<file path="config.mk">
export PLATFORM = sky130hd
export DESIGN_NAME = cpf_codec_port
export DESIGN_NICKNAME = d
export VERILOG_FILES = /design/src/hdl/cpf_pkg.sv /design/src/hdl/cpf_codec_port.sv
export SDC_FILE = /design/constraint.sdc
export NUM_CORES = 1
export LEC_CHECK = 0
export ABC_AREA = 1
export BUFFER_PORTS_ARGS = -buffer_cell sky130_fd_sc_hd__buf_2
export CAP_MARGIN = 10
export CORE_MARGIN = 8
export CORE_UTILIZATION = 65
export CTS_BUF_LIST = sky130_fd_sc_hd__clkbuf_8
export DETAILED_ROUTE_END_ITERATION = 12
export GPL_ROUTABILITY_DRIVEN = 0
export GPL_TIMING_DRIVEN = 0
export PLACE_DENSITY = 0.82
export REMOVE_ABC_BUFFERS = 1
export SYNTH_ARGS = -nofsm -noshare
export SYNTH_HDL_FRONTEND = slang
export SYNTH_HIERARCHICAL = 1
export SYNTH_SLANG_ARGS = --single-unit
</file>
<file path="constraint.sdc">
create_clock -name i_clk_sys -period 8 [get_ports i_clk_sys]
set_clock_uncertainty 0.15 [all_clocks]
set_input_delay 0.4 -clock i_clk_sys [delete_from_list [all_inputs] [get_ports i_clk_sys]]
set_output_delay 0.4 -clock i_clk_sys [all_outputs]
set_load 0.05 [all_outputs]
</file>
<file path="src/hdl/cpf_pkg.sv">
package cpf_pkg;

  // --------------------------------------------------------------
  // Register map
  // --------------------------------------------------------------
  localparam logic [15:0] CPF_SLOT_FORMAT_ADDR = 16'hffdf;
  localparam logic [15:0] CPF_FRAME_CONFIG_ADDR = 16'hffe0;
  localparam logic [7:0] CPF_SLOT_FORMAT_RESET = 8'h00;
  localparam logic [7:0] CPF_FRAME_CONFIG_RESET = 8'h00;

  // --------------------------------------------------------------
  // Field positions
  // --------------------------------------------------------------
  localparam int CPF_SLOT_COUNT_MSB = 7;
  localparam int CPF_SLOT_COUNT_LSB = 3;
  localparam int CPF_MODE_MSB = 2;
  localparam int CPF_MODE_LSB = 0;
  localparam int CPF_FIRST_LEN_MSB = 7;
  localparam int CPF_FIRST_LEN_LSB = 6;
  localparam int CPF_BITS_MSB = 5;
  localparam int CPF_BITS_LSB = 3;
  localparam int CPF_COMMON_LEN_MSB = 2;
  localparam int CPF_COMMON_LEN_LSB = 0;

  // --------------------------------------------------------------
  // Codes
  // --------------------------------------------------------------
  localparam logic [1:0] CPF_FIRST_LEN_SAME = 2'h0;
  localparam logic [1:0] CPF_FIRST_LEN_8 = 2'h1;
  localparam logic [1:0] CPF_FIRST_LEN_16 = 2'h2;
  localparam logic [5:0] CPF_CYC_8 = 6'h08;
  localparam logic [5:0] CPF_CYC_16 = 6'h10;
  localparam logic [5:0] CPF_CYC_18 = 6'h12;
  localparam logic [5:0] CPF_CYC_20 = 6'h14;
  localparam logic [5:0] CPF_CYC_24 = 6'h18;
  localparam logic [5:0] CPF_CYC_32 = 6'h20;
  localparam logic [4:0] CPF_SLOT_ADDR_IDX = 5'h01;
  localparam logic [4:0] CPF_SLOT_DATA_IDX = 5'h02;

  typedef enum logic [2:0] {
    CPF_MODE_GENERAL,
    CPF_MODE_COMPANION,
    CPF_MODE_AC97_GEN1,
    CPF_MODE_AC97_GEN2,
    CPF_MODE_I2S_SAME_FREQ,
    CPF_MODE_I2S_DIFF_FREQ,
    CPF_MODE_RSVD6,
    CPF_MODE_RSVD7
  } cpf_mode_type;

endpackage

</file>
<file path="src/hdl/cpf_codec_port.sv">
`timescale 1ns/10ps

// ----------------------------------------------------------------
// Sample FIFO
// ----------------------------------------------------------------
module cpf_fifo #(
  parameter int WIDTH = 32,
  parameter int DEPTH = 8
) (
  input wire logic i_clk_sys,
  input wire logic i_rst,
  input wire logic i_wr_valid,
  input wire logic [WIDTH-1:0] i_wr_data,
  output logic o_wr_ready,
  output logic o_rd_valid,
  output logic [WIDTH-1:0] o_rd_data,
  input wire logic i_rd_ready
);
  localparam int AW = $clog2(DEPTH);

  logic [WIDTH-1:0] mem [DEPTH];
  logic [AW-1:0] wr_ptr;
  logic [AW-1:0] rd_ptr;
  logic [AW:0] count;
  logic push;
  logic pop;
  logic [AW:0] next_count;

  if (DEPTH < 2 || (1 << AW) != DEPTH) begin : g_bad_depth
    $error("cpf_fifo: DEPTH must be a power of two of at least 2");
  end

  assign push = i_wr_valid && o_wr_ready;
  assign pop = o_rd_valid && i_rd_ready;
  assign o_rd_valid = (count != '0);
  assign o_rd_data = mem[rd_ptr];

  always_comb begin
    next_count = count;
    if (push && !pop) begin
      next_count = count + 1'b1;
    end else if (pop && !push) begin
      next_count = count - 1'b1;
    end
  end

  always_ff @(posedge i_clk_sys) begin
    if (push) begin
      mem[wr_ptr] <= i_wr_data;
    end
  end

  always_ff @(posedge i_clk_sys) begin
    if (i_rst) begin
      wr_ptr <= '0;
      rd_ptr <= '0;
      count <= '0;
      o_wr_ready <= 1'b0;
    end else begin
      if (push) begin
        wr_ptr <= wr_ptr + 1'b1;
      end
      if (pop) begin
        rd_ptr <= rd_ptr + 1'b1;
      end
      count <= next_count;
      // Registered so the ready pin comes straight from a flop
      o_wr_ready <= (next_count < (AW+1)'(DEPTH));
    end
  end
endmodule

// ----------------------------------------------------------------
// Codec port frame configuration and generator
// ----------------------------------------------------------------
module cpf_codec_port import cpf_pkg::*; #(
  parameter int DATA_W = 32,
  parameter int FIFO_DEPTH = 8
) (
  input wire logic i_clk_sys,
  input wire logic i_rst,
  input wire logic [15:0] i_reg_addr,
  input wire logic i_reg_wr,
  input wire logic [7:0] i_reg_wdata,
  input wire logic i_reg_rd,
  output logic [7:0] o_reg_rdata,
  input wire logic i_port_global_enable,
  input wire logic i_sync_length_select,
  input wire logic i_serial_bit_clock,
  output logic o_frame_sync_out,
  output logic o_serial_data_out,
  output logic [2:0] o_mode,
  input wire logic i_tx_valid,
  input wire logic [DATA_W-1:0] i_tx_data,
  output logic o_tx_ready
);
  // The alignment shift is worked out in 7 bits, which caps the width
  if (DATA_W < 32 || DATA_W > 127) begin : g_bad_width
    $error("cpf_codec_port: DATA_W must be 32 to 127 bits");
  end

  // Decodes both the slot length and data bit tables
  function automatic logic [5:0] len_decode(input logic [2:0] code);
    logic [5:0] len;
    len = CPF_CYC_32;
    unique case (code)
      3'h0: len = CPF_CYC_8;
      3'h1: len = CPF_CYC_16;
      3'h2: len = CPF_CYC_18;
      3'h3: len = CPF_CYC_20;
      3'h4: len = CPF_CYC_24;
      default: len = CPF_CYC_32;
    endcase
    return len;
  endfunction

  // --------------------------------------------------------------
  // Configuration registers
  // --------------------------------------------------------------
  logic [7:0] frame_config;
  logic [7:0] slot_format;
  logic cfg_write_ok;

  assign cfg_write_ok = i_reg_wr && !i_port_global_enable;

  always_ff @(posedge i_clk_sys) begin
    if (i_rst) begin
      frame_config <= CPF_FRAME_CONFIG_RESET;
      slot_format <= CPF_SLOT_FORMAT_RESET;
    end else if (cfg_write_ok) begin
      if (i_reg_addr == CPF_FRAME_CONFIG_ADDR) begin
        frame_config <= i_reg_wdata;
      end
      if (i_reg_addr == CPF_SLOT_FORMAT_ADDR) begin
        slot_format <= i_reg_wdata;
      end
    end
  end

  always_ff @(posedge i_clk_sys) begin
    if (i_rst) begin
      o_reg_rdata <= 8'h00;
    end else if (i_reg_rd) begin
      unique case (i_reg_addr)
        CPF_FRAME_CONFIG_ADDR: o_reg_rdata <= frame_config;
        CPF_SLOT_FORMAT_ADDR: o_reg_rdata <= slot_format;
        default: o_reg_rdata <= 8'h00;
      endcase
    end
  end

  // --------------------------------------------------------------
  // Decoded format
  // --------------------------------------------------------------
  logic [4:0] slot_count;
  cpf_mode_type mode;
  logic [5:0] common_len;
  logic [5:0] first_len;
  logic [5:0] audio_bits;
  logic secondary_slots;

  assign slot_count = frame_config[CPF_SLOT_COUNT_MSB:CPF_SLOT_COUNT_LSB];
  assign mode = cpf_mode_type'(frame_config[CPF_MODE_MSB:CPF_MODE_LSB]);
  assign common_len =
    len_decode(slot_format[CPF_COMMON_LEN_MSB:CPF_COMMON_LEN_LSB]);
  assign audio_bits = len_decode(slot_format[CPF_BITS_MSB:CPF_BITS_LSB]);
  // Only the AC97 modes carry the secondary address/data slots
  assign secondary_slots = (mode == CPF_MODE_AC97_GEN1) ||
                           (mode == CPF_MODE_AC97_GEN2);

  always_comb begin
    unique case (slot_format[CPF_FIRST_LEN_MSB:CPF_FIRST_LEN_LSB])
      CPF_FIRST_LEN_SAME: first_len = common_len;
      CPF_FIRST_LEN_8: first_len = CPF_CYC_8;
      CPF_FIRST_LEN_16: first_len = CPF_CYC_16;
      default: first_len = CPF_CYC_32;
    endcase
  end

  // I2S variants differ only in how the outside codecs are clocked;
  // the frame timing itself comes from the slot fields.
  always_ff @(posedge i_clk_sys) begin
    if (i_rst) begin
      o_mode <= 3'h0;
    end else begin
      o_mode <= mode;
    end
  end

  // --------------------------------------------------------------
  // Serial bit clock edge detection
  // --------------------------------------------------------------
  logic sclk_meta;
  logic sclk_sync;
  logic sclk_prev;
  logic rise;

  always_ff @(posedge i_clk_sys) begin
    if (i_rst) begin
      sclk_meta <= 1'b0;
      sclk_sync <= 1'b0;
      sclk_prev <= 1'b0;
    end else begin
      sclk_meta <= i_serial_bit_clock;
      sclk_sync <= sclk_meta;
      sclk_prev <= sclk_sync;
    end
  end

  assign rise = sclk_sync && !sclk_prev;

  // --------------------------------------------------------------
  // Frame generator
  // --------------------------------------------------------------
  logic running;
  logic started;
  logic [4:0] slot_idx;
  logic [5:0] bit_cnt;
  logic [5:0] cur_len;
  logic [4:0] next_slot;
  logic [5:0] next_bit;
  logic next_audio;
  logic load;
  logic fifo_valid;
  logic [DATA_W-1:0] fifo_data;
  logic [DATA_W-1:0] shifter;
  logic [DATA_W-1:0] aligned;

  // A zero slot count gives no legal frame, so the generator idles
  assign running = i_port_global_enable && (slot_count != 5'h00);
  assign cur_len = (slot_idx == 5'h00) ? first_len : common_len;

  always_comb begin
    next_slot = slot_idx;
    next_bit = bit_cnt + 6'h01;
    if (!started) begin
      next_slot = 5'h00;
      next_bit = 6'h00;
    end else if (bit_cnt == cur_len - 6'h01) begin
      next_bit = 6'h00;
      next_slot = (slot_idx == slot_count) ? 5'h00 : slot_idx + 5'h01;
    end
  end

  assign next_audio = !(secondary_slots &&
                        (next_slot == CPF_SLOT_ADDR_IDX ||
                         next_slot == CPF_SLOT_DATA_IDX));
  assign load = rise && running && next_bit == 6'h00 && next_audio;
  // Sample sits in the low bits; move its MSB to the top of the word.
  // Secondary slots start from zero so the head sample is not leaked.
  assign aligned = (fifo_valid && next_audio) ?
    (fifo_data << (7'(DATA_W) - {1'b0, audio_bits})) : '0;

  always_ff @(posedge i_clk_sys) begin
    if (i_rst || !running) begin
      started <= 1'b0;
      slot_idx <= 5'h00;
      bit_cnt <= 6'h00;
    end else if (rise) begin
      started <= 1'b1;
      slot_idx <= next_slot;
      bit_cnt <= next_bit;
    end
  end

  always_ff @(posedge i_clk_sys) begin
    if (i_rst || !running) begin
      o_frame_sync_out <= 1'b0;
    end else if (rise) begin
      o_frame_sync_out <= (next_slot == 5'h00) &&
        (i_sync_length_select || next_bit == 6'h00);
    end
  end

  // Zeros shift in behind the sample, which pads the slot tail
  always_ff @(posedge i_clk_sys) begin
    if (i_rst || !running) begin
      shifter <= '0;
      o_serial_data_out <= 1'b0;
    end else if (rise) begin
      if (next_bit == 6'h00) begin
        o_serial_data_out <= aligned[DATA_W-1];
        shifter <= aligned << 1;
      end else begin
        o_serial_data_out <= shifter[DATA_W-1];
        shifter <= shifter << 1;
      end
    end
  end

  cpf_fifo #(
    .WIDTH(DATA_W),
    .DEPTH(FIFO_DEPTH)
  ) u_fifo (
    .i_clk_sys(i_clk_sys),
    .i_rst(i_rst),
    .i_wr_valid(i_tx_valid),
    .i_wr_data(i_tx_data),
    .o_wr_ready(o_tx_ready),
    .o_rd_valid(fifo_valid),
    .o_rd_data(fifo_data),
    .i_rd_ready(load)
  );

  // --------------------------------------------------------------
  // Checks
  // --------------------------------------------------------------
  logic [10:0] frame_cnt;
  logic [10:0] frame_total;

  assign frame_total = 11'(first_len) + 11'(slot_count) * 11'(common_len);

  always_ff @(posedge i_clk_sys) begin
    if (i_rst || !running) begin
      frame_cnt <= 11'h000;
    end else if (rise) begin
      frame_cnt <= (next_slot == 5'h00 && next_bit == 6'h00) ?
        11'h000 : frame_cnt + 11'h001;
    end
  end
endmodule

</file>
==> impl_summary.md <==
STA
The final-report max-slew violation count was 0. Setup violations remaining at the end of the flow were counted as 0. The tightest hold margin is between 90 and 100 ps.

The achievable frequency is 0.191 GHz. Headroom to the max-slew limit came out at 17.9%. The count of endpoints failing hold in the final timing report came to 0. The clock period minus worst slack is around 5200 ps. Setup repair after global routing left no endpoint under its margin. Dividing the final minimum period by the clock period gives between 60% and 70%. At the pin with the least slew margin, the transition time is around 1200 ps.

CTS
CTS saw 345 sinks. The TritonCTS buffer count is 53. The root buffer cell is sky130_fd_sc_hd__clkbuf_8.

The quantity of gates resized following cts is 0. For the worst-skew pair, the clock arrives at the later sink with an insertion delay of 600 ps. The maximum buffer depth of the clock tree is 3. The count of buffers added by post-CTS timing repair for setup is 0. The clock tree from TritonCTS is yes. The maximum level of the CTS H-tree is 2. Clock-pin slew was measured on the worst setup and hold paths at about 60 ps.

Routing
Detailed routing placed a total of between 15,000 and 20,000 um of wire on met2. The detail route stage leaves a number of antenna-violating nets equal to 0. The highest signal layer in the routed design is met4. After detailed routing, the met3 layer carries between 2000 and 3000 um of wire.

Dividing the detail-routed wire length by the instance count gives ~17 um. The number of DRC markers in iteration 0 is 1,174. The remaining design rule violation count is 0.

The first TritonRoute pass finished after 7 iterations. The detailed-route via count is approximately 13,000. The wire length reported by the detailed router is between 30,000 and 40,000 um. In the routed layout, each cell is associated on average with a via count of 5.89. The detailed-route wire length on metal 1 is between 15,000 and 20,000 um.

Global route
The via count of the first global-routing pass came to between 10,000 and 15,000. In the global route stage, overall resource usage came out at around a quarter. The final global-route overflow total is 0. The number of antenna violations at the first check in global routing came to 0. Entering global routing, the biggest net connects between 90 and 100 pins. The first global-routing pass estimated about 60,000 um of wire.

Final layout
The top cell types in the final layout, fill and taps aside, are 282 x sky130_fd_sc_hd__nor2_1, 267 x sky130_fd_sc_hd__nand2_1, 256 x sky130_fd_sc_hd__edfxtp_1. At the end of the flow, the number of nets in the layout was approximately 1,900. The filler cell count in the final layout is approximately 1,700. The fraction of final layout cells with drive strength greater than 1 is a little under an eighth. Leaving out fill and tap cells, the most frequent cell in the layout is sky130_fd_sc_hd__nor2_1. Relative to the synthesized area, the layout overhead comes to 12.8%. The final standard cell utilization of the core is approximately three quarters. 0 antenna diodes ended up in the layout.

Critical path
The data required time at the worst endpoint is 8330 ps. The critical path in this run is classified as reg -> reg. In this run the worst path has a maximum fanout of 33. STA classifies the critical path startpoint as a flop. STA classifies the critical path endpoint as a flop. STA puts the critical path data arrival time at roughly 5600 ps.

Placement
Input and output buffers added on the ports amount to 77. The detailed-placement wirelength estimate is 22,800 um.

Yosys
Synthesis inferred 345 register bits. The fraction of the yosys area taken by sequential cells is just under 60%. The number of warnings printed during yosys synthesis is 6. The instance count of the mapped netlist is around 1,700. In this run the cell area of the synthesized design comes to 0.0160 mm^2. The count of distinct cell types in the synthesized netlist is 46. Counting flops with an async set or reset pin after synthesis yields a share of 0%. The synthesized area per cell is between 9 and 10 um^2. The number of enable-type register cells in the synthesized netlist is 256.

Among all flip-flop cells after synthesis, the most frequent one is sky130_fd_sc_hd__edfxtp_1.

Floorplan
From left edge to right edge, the die measures roughly 170 um. In this run the vertical extent of the chip is around 170 um. The number of standard-cell rows in the floorplan is 57. The core area is roughly 0.024 mm^2. just under 80 I/O pins were placed.

The total die area is 0.0300 mm^2. For this configuration, the core starts out at a cell density of about two thirds.

Power
After layout, the design draws a total of 3.48 mW. The proportion of power drawn by combinational gates is just under 5%. The power density relative to cell area is just under 200 mW/mm^2.

The worst-case vdd ir drop is a little under 200 uV. For this design the static power due to leakage is about 7 nW. The proportion of power drawn by the clock network is around two fifths. Net switching is a little under a quarter of the power. The cell internal power dissipation is about 2.7 mW. The switching power total is 0.791 mW. The share of total power dissipated in sequential elements is between 50% and 60%.

Min path
The class of the tightest hold or removal check is in -> reg.

Run status
The flow ran to the end, and the final reports show no timing, DRC or antenna violations.

Run
The tool flagged a number of max-cap violations equal to 0.
-- cell usage after synthesis, types with 7 or more instances --
master	instances	share of area, %
sky130_fd_sc_hd__a211oi_1	10	0.47
sky130_fd_sc_hd__a21oi_1	90	2.8
sky130_fd_sc_hd__buf_2	21	0.66
sky130_fd_sc_hd__buf_6	10	0.70
sky130_fd_sc_hd__clkbuf_1	49	1.1
sky130_fd_sc_hd__dfxtp_1	89	11
sky130_fd_sc_hd__edfxtp_1	256	48
sky130_fd_sc_hd__ha_1	15	1.2
sky130_fd_sc_hd__inv_1	98	2.3
sky130_fd_sc_hd__mux2i_1	9	0.56
sky130_fd_sc_hd__nand2_1	267	6.2
sky130_fd_sc_hd__nand3_1	77	2.4
sky130_fd_sc_hd__nand4_1	9	0.35
sky130_fd_sc_hd__nor2_1	292	6.8
sky130_fd_sc_hd__nor2_2	11	0.43
sky130_fd_sc_hd__nor3_1	13	0.41
sky130_fd_sc_hd__o211ai_1	15	0.70
sky130_fd_sc_hd__o21ai_0	229	7.1
sky130_fd_sc_hd__o21ai_1	68	2.1
sky130_fd_sc_hd__o221ai_1	19	1.0
sky130_fd_sc_hd__xor2_1	7	0.38
-- power by group through the flow --
stage / clock (mW) / sequential [mW] / combinational, mW
global placement: 0 / 1.99 / 0.140
CTS: 1.38 / 1.95 / 0.168
detailed placement: 0 / 1.99 / 0.151
floorplan: 0 / 1.99 / 0.0728
global route: 1.46 / 1.95 / 0.188
finish: 1.36 / 1.95 / 0.171
-- sequential cells by signal (all words and copies together), names as in the netlist, named ones only --
| name | count |
|---|---|
| u_fifo/rd_ptr | 3 |
| frame_config | 8 |
| o_reg_rdata | 8 |
| started | 1 |
| slot_format | 8 |
| o_serial_data_out | 1 |
| sclk_prev | 1 |
| u_fifo/o_wr_ready | 1 |
| sclk_sync | 1 |
| sclk_meta | 1 |
| shifter | 31 |
| o_mode | 3 |
| bit_cnt | 6 |
| u_fifo/count | 3 |
| u_fifo/wr_ptr | 3 |
| o_frame_sync_out | 1 |
| u_fifo/mem | 256 |
| slot_idx | 5 |
-- area by class of cell --
cell class              instances  area, um^2  area share [%]
multi-input cells            1170        5700            31.5
clock inverters                40         204            1.13
inverters                     106         400            2.21
well taps                     324         405            2.24
repair buffers                132        1110            6.16
clock buffers                  57         785            4.34
flip-flops and latches        345        9480            52.4
-- final timing paths --
path	cells past startpoint	slack, ps	startpoint	end
setup / recovery	27	2780	slot_idx[1]$_SDFFE_PP0P_	u_fifo/count[2]$_SDFFE_PP0P_
hold / removal	2	100	i_rst	sclk_meta$_SDFF_PP0_
setup reg to reg	27	2780	slot_idx[1]$_SDFFE_PP0P_	u_fifo/count[2]$_SDFFE_PP0P_
hold reg to reg	2	290	sclk_meta$_SDFF_PP0_	sclk_sync$_SDFF_PP0_
-- metrics by stage --
| step | cell area [um^2] | instances | TNS (ps) | worst slack [ps] |
|---|---|---|---|---|
| 2_1_floorplan | 15500 | 1621 | 0 | 1990 |
| 3_3_place_gp | 16300 | 2022 | -50410 | -1890 |
| 3_5_place_dp | 16700 | 2035 | 0 | 2880 |
| 4_1_cts | 18100 | 2174 | 0 | 2810 |
| 5_1_grt | 18100 | 2174 | 0 | 2290 |
| 6_report | 18100 | 2174 | 0 | 2780 |
-- critical path: stages, from the launching register on --
cell and delay [ps]:
sky130_fd_sc_hd__dfxtp_1 450, sky130_fd_sc_hd__inv_1 100, sky130_fd_sc_hd__ha_1 220, sky130_fd_sc_hd__inv_1 120, sky130_fd_sc_hd__nor2_4 60, sky130_fd_sc_hd__nand3_2 110
sky130_fd_sc_hd__nand2_1 90, sky130_fd_sc_hd__ha_1 340, sky130_fd_sc_hd__xor2_1 140, sky130_fd_sc_hd__nand3_1 80, sky130_fd_sc_hd__nor2_1 130, sky130_fd_sc_hd__nand2_1 70
sky130_fd_sc_hd__nor2_1 110, sky130_fd_sc_hd__nand3_2 260, sky130_fd_sc_hd__nand2_1 150, sky130_fd_sc_hd__nand2_1 80, sky130_fd_sc_hd__nor2_1 170, sky130_fd_sc_hd__nand2_1 90
sky130_fd_sc_hd__nand2_1 80, sky130_fd_sc_hd__nand3_2 490, sky130_fd_sc_hd__nor3b_1 380, sky130_fd_sc_hd__nand2_1 220, sky130_fd_sc_hd__inv_1 190, sky130_fd_sc_hd__ha_1 380
sky130_fd_sc_hd__nor2_1 160, sky130_fd_sc_hd__nand2_1 60, sky130_fd_sc_hd__o21ai_0 150, sky130_fd_sc_hd__nor2_1 60
-- layer usage --
metal	GRT usage, %	vias to the layer above
met3	4.60	97
met1	30.1	6015
met2	41.4	574
met4	9.92	0
li1	-	6110
met5	0	-
-- what timing repair did --
| action | CTS | global route |
|---|---|---|
| hold buffers | 42 | 0 |
| setup endpoints to repair | 0 | 0 |
| hold endpoints to repair | 274 | 0 |
-- kinds of logic after synthesis --
kind of cell	share of synthesized area [%]
xor+xnor	0.492
flops	59.0
buf+inv	5.86
fa+ha+maj	1.17
compound gates	14.9
mux	0.562
simple gates	18.0
Note: power is estimated with default switching activity, not from simulation.
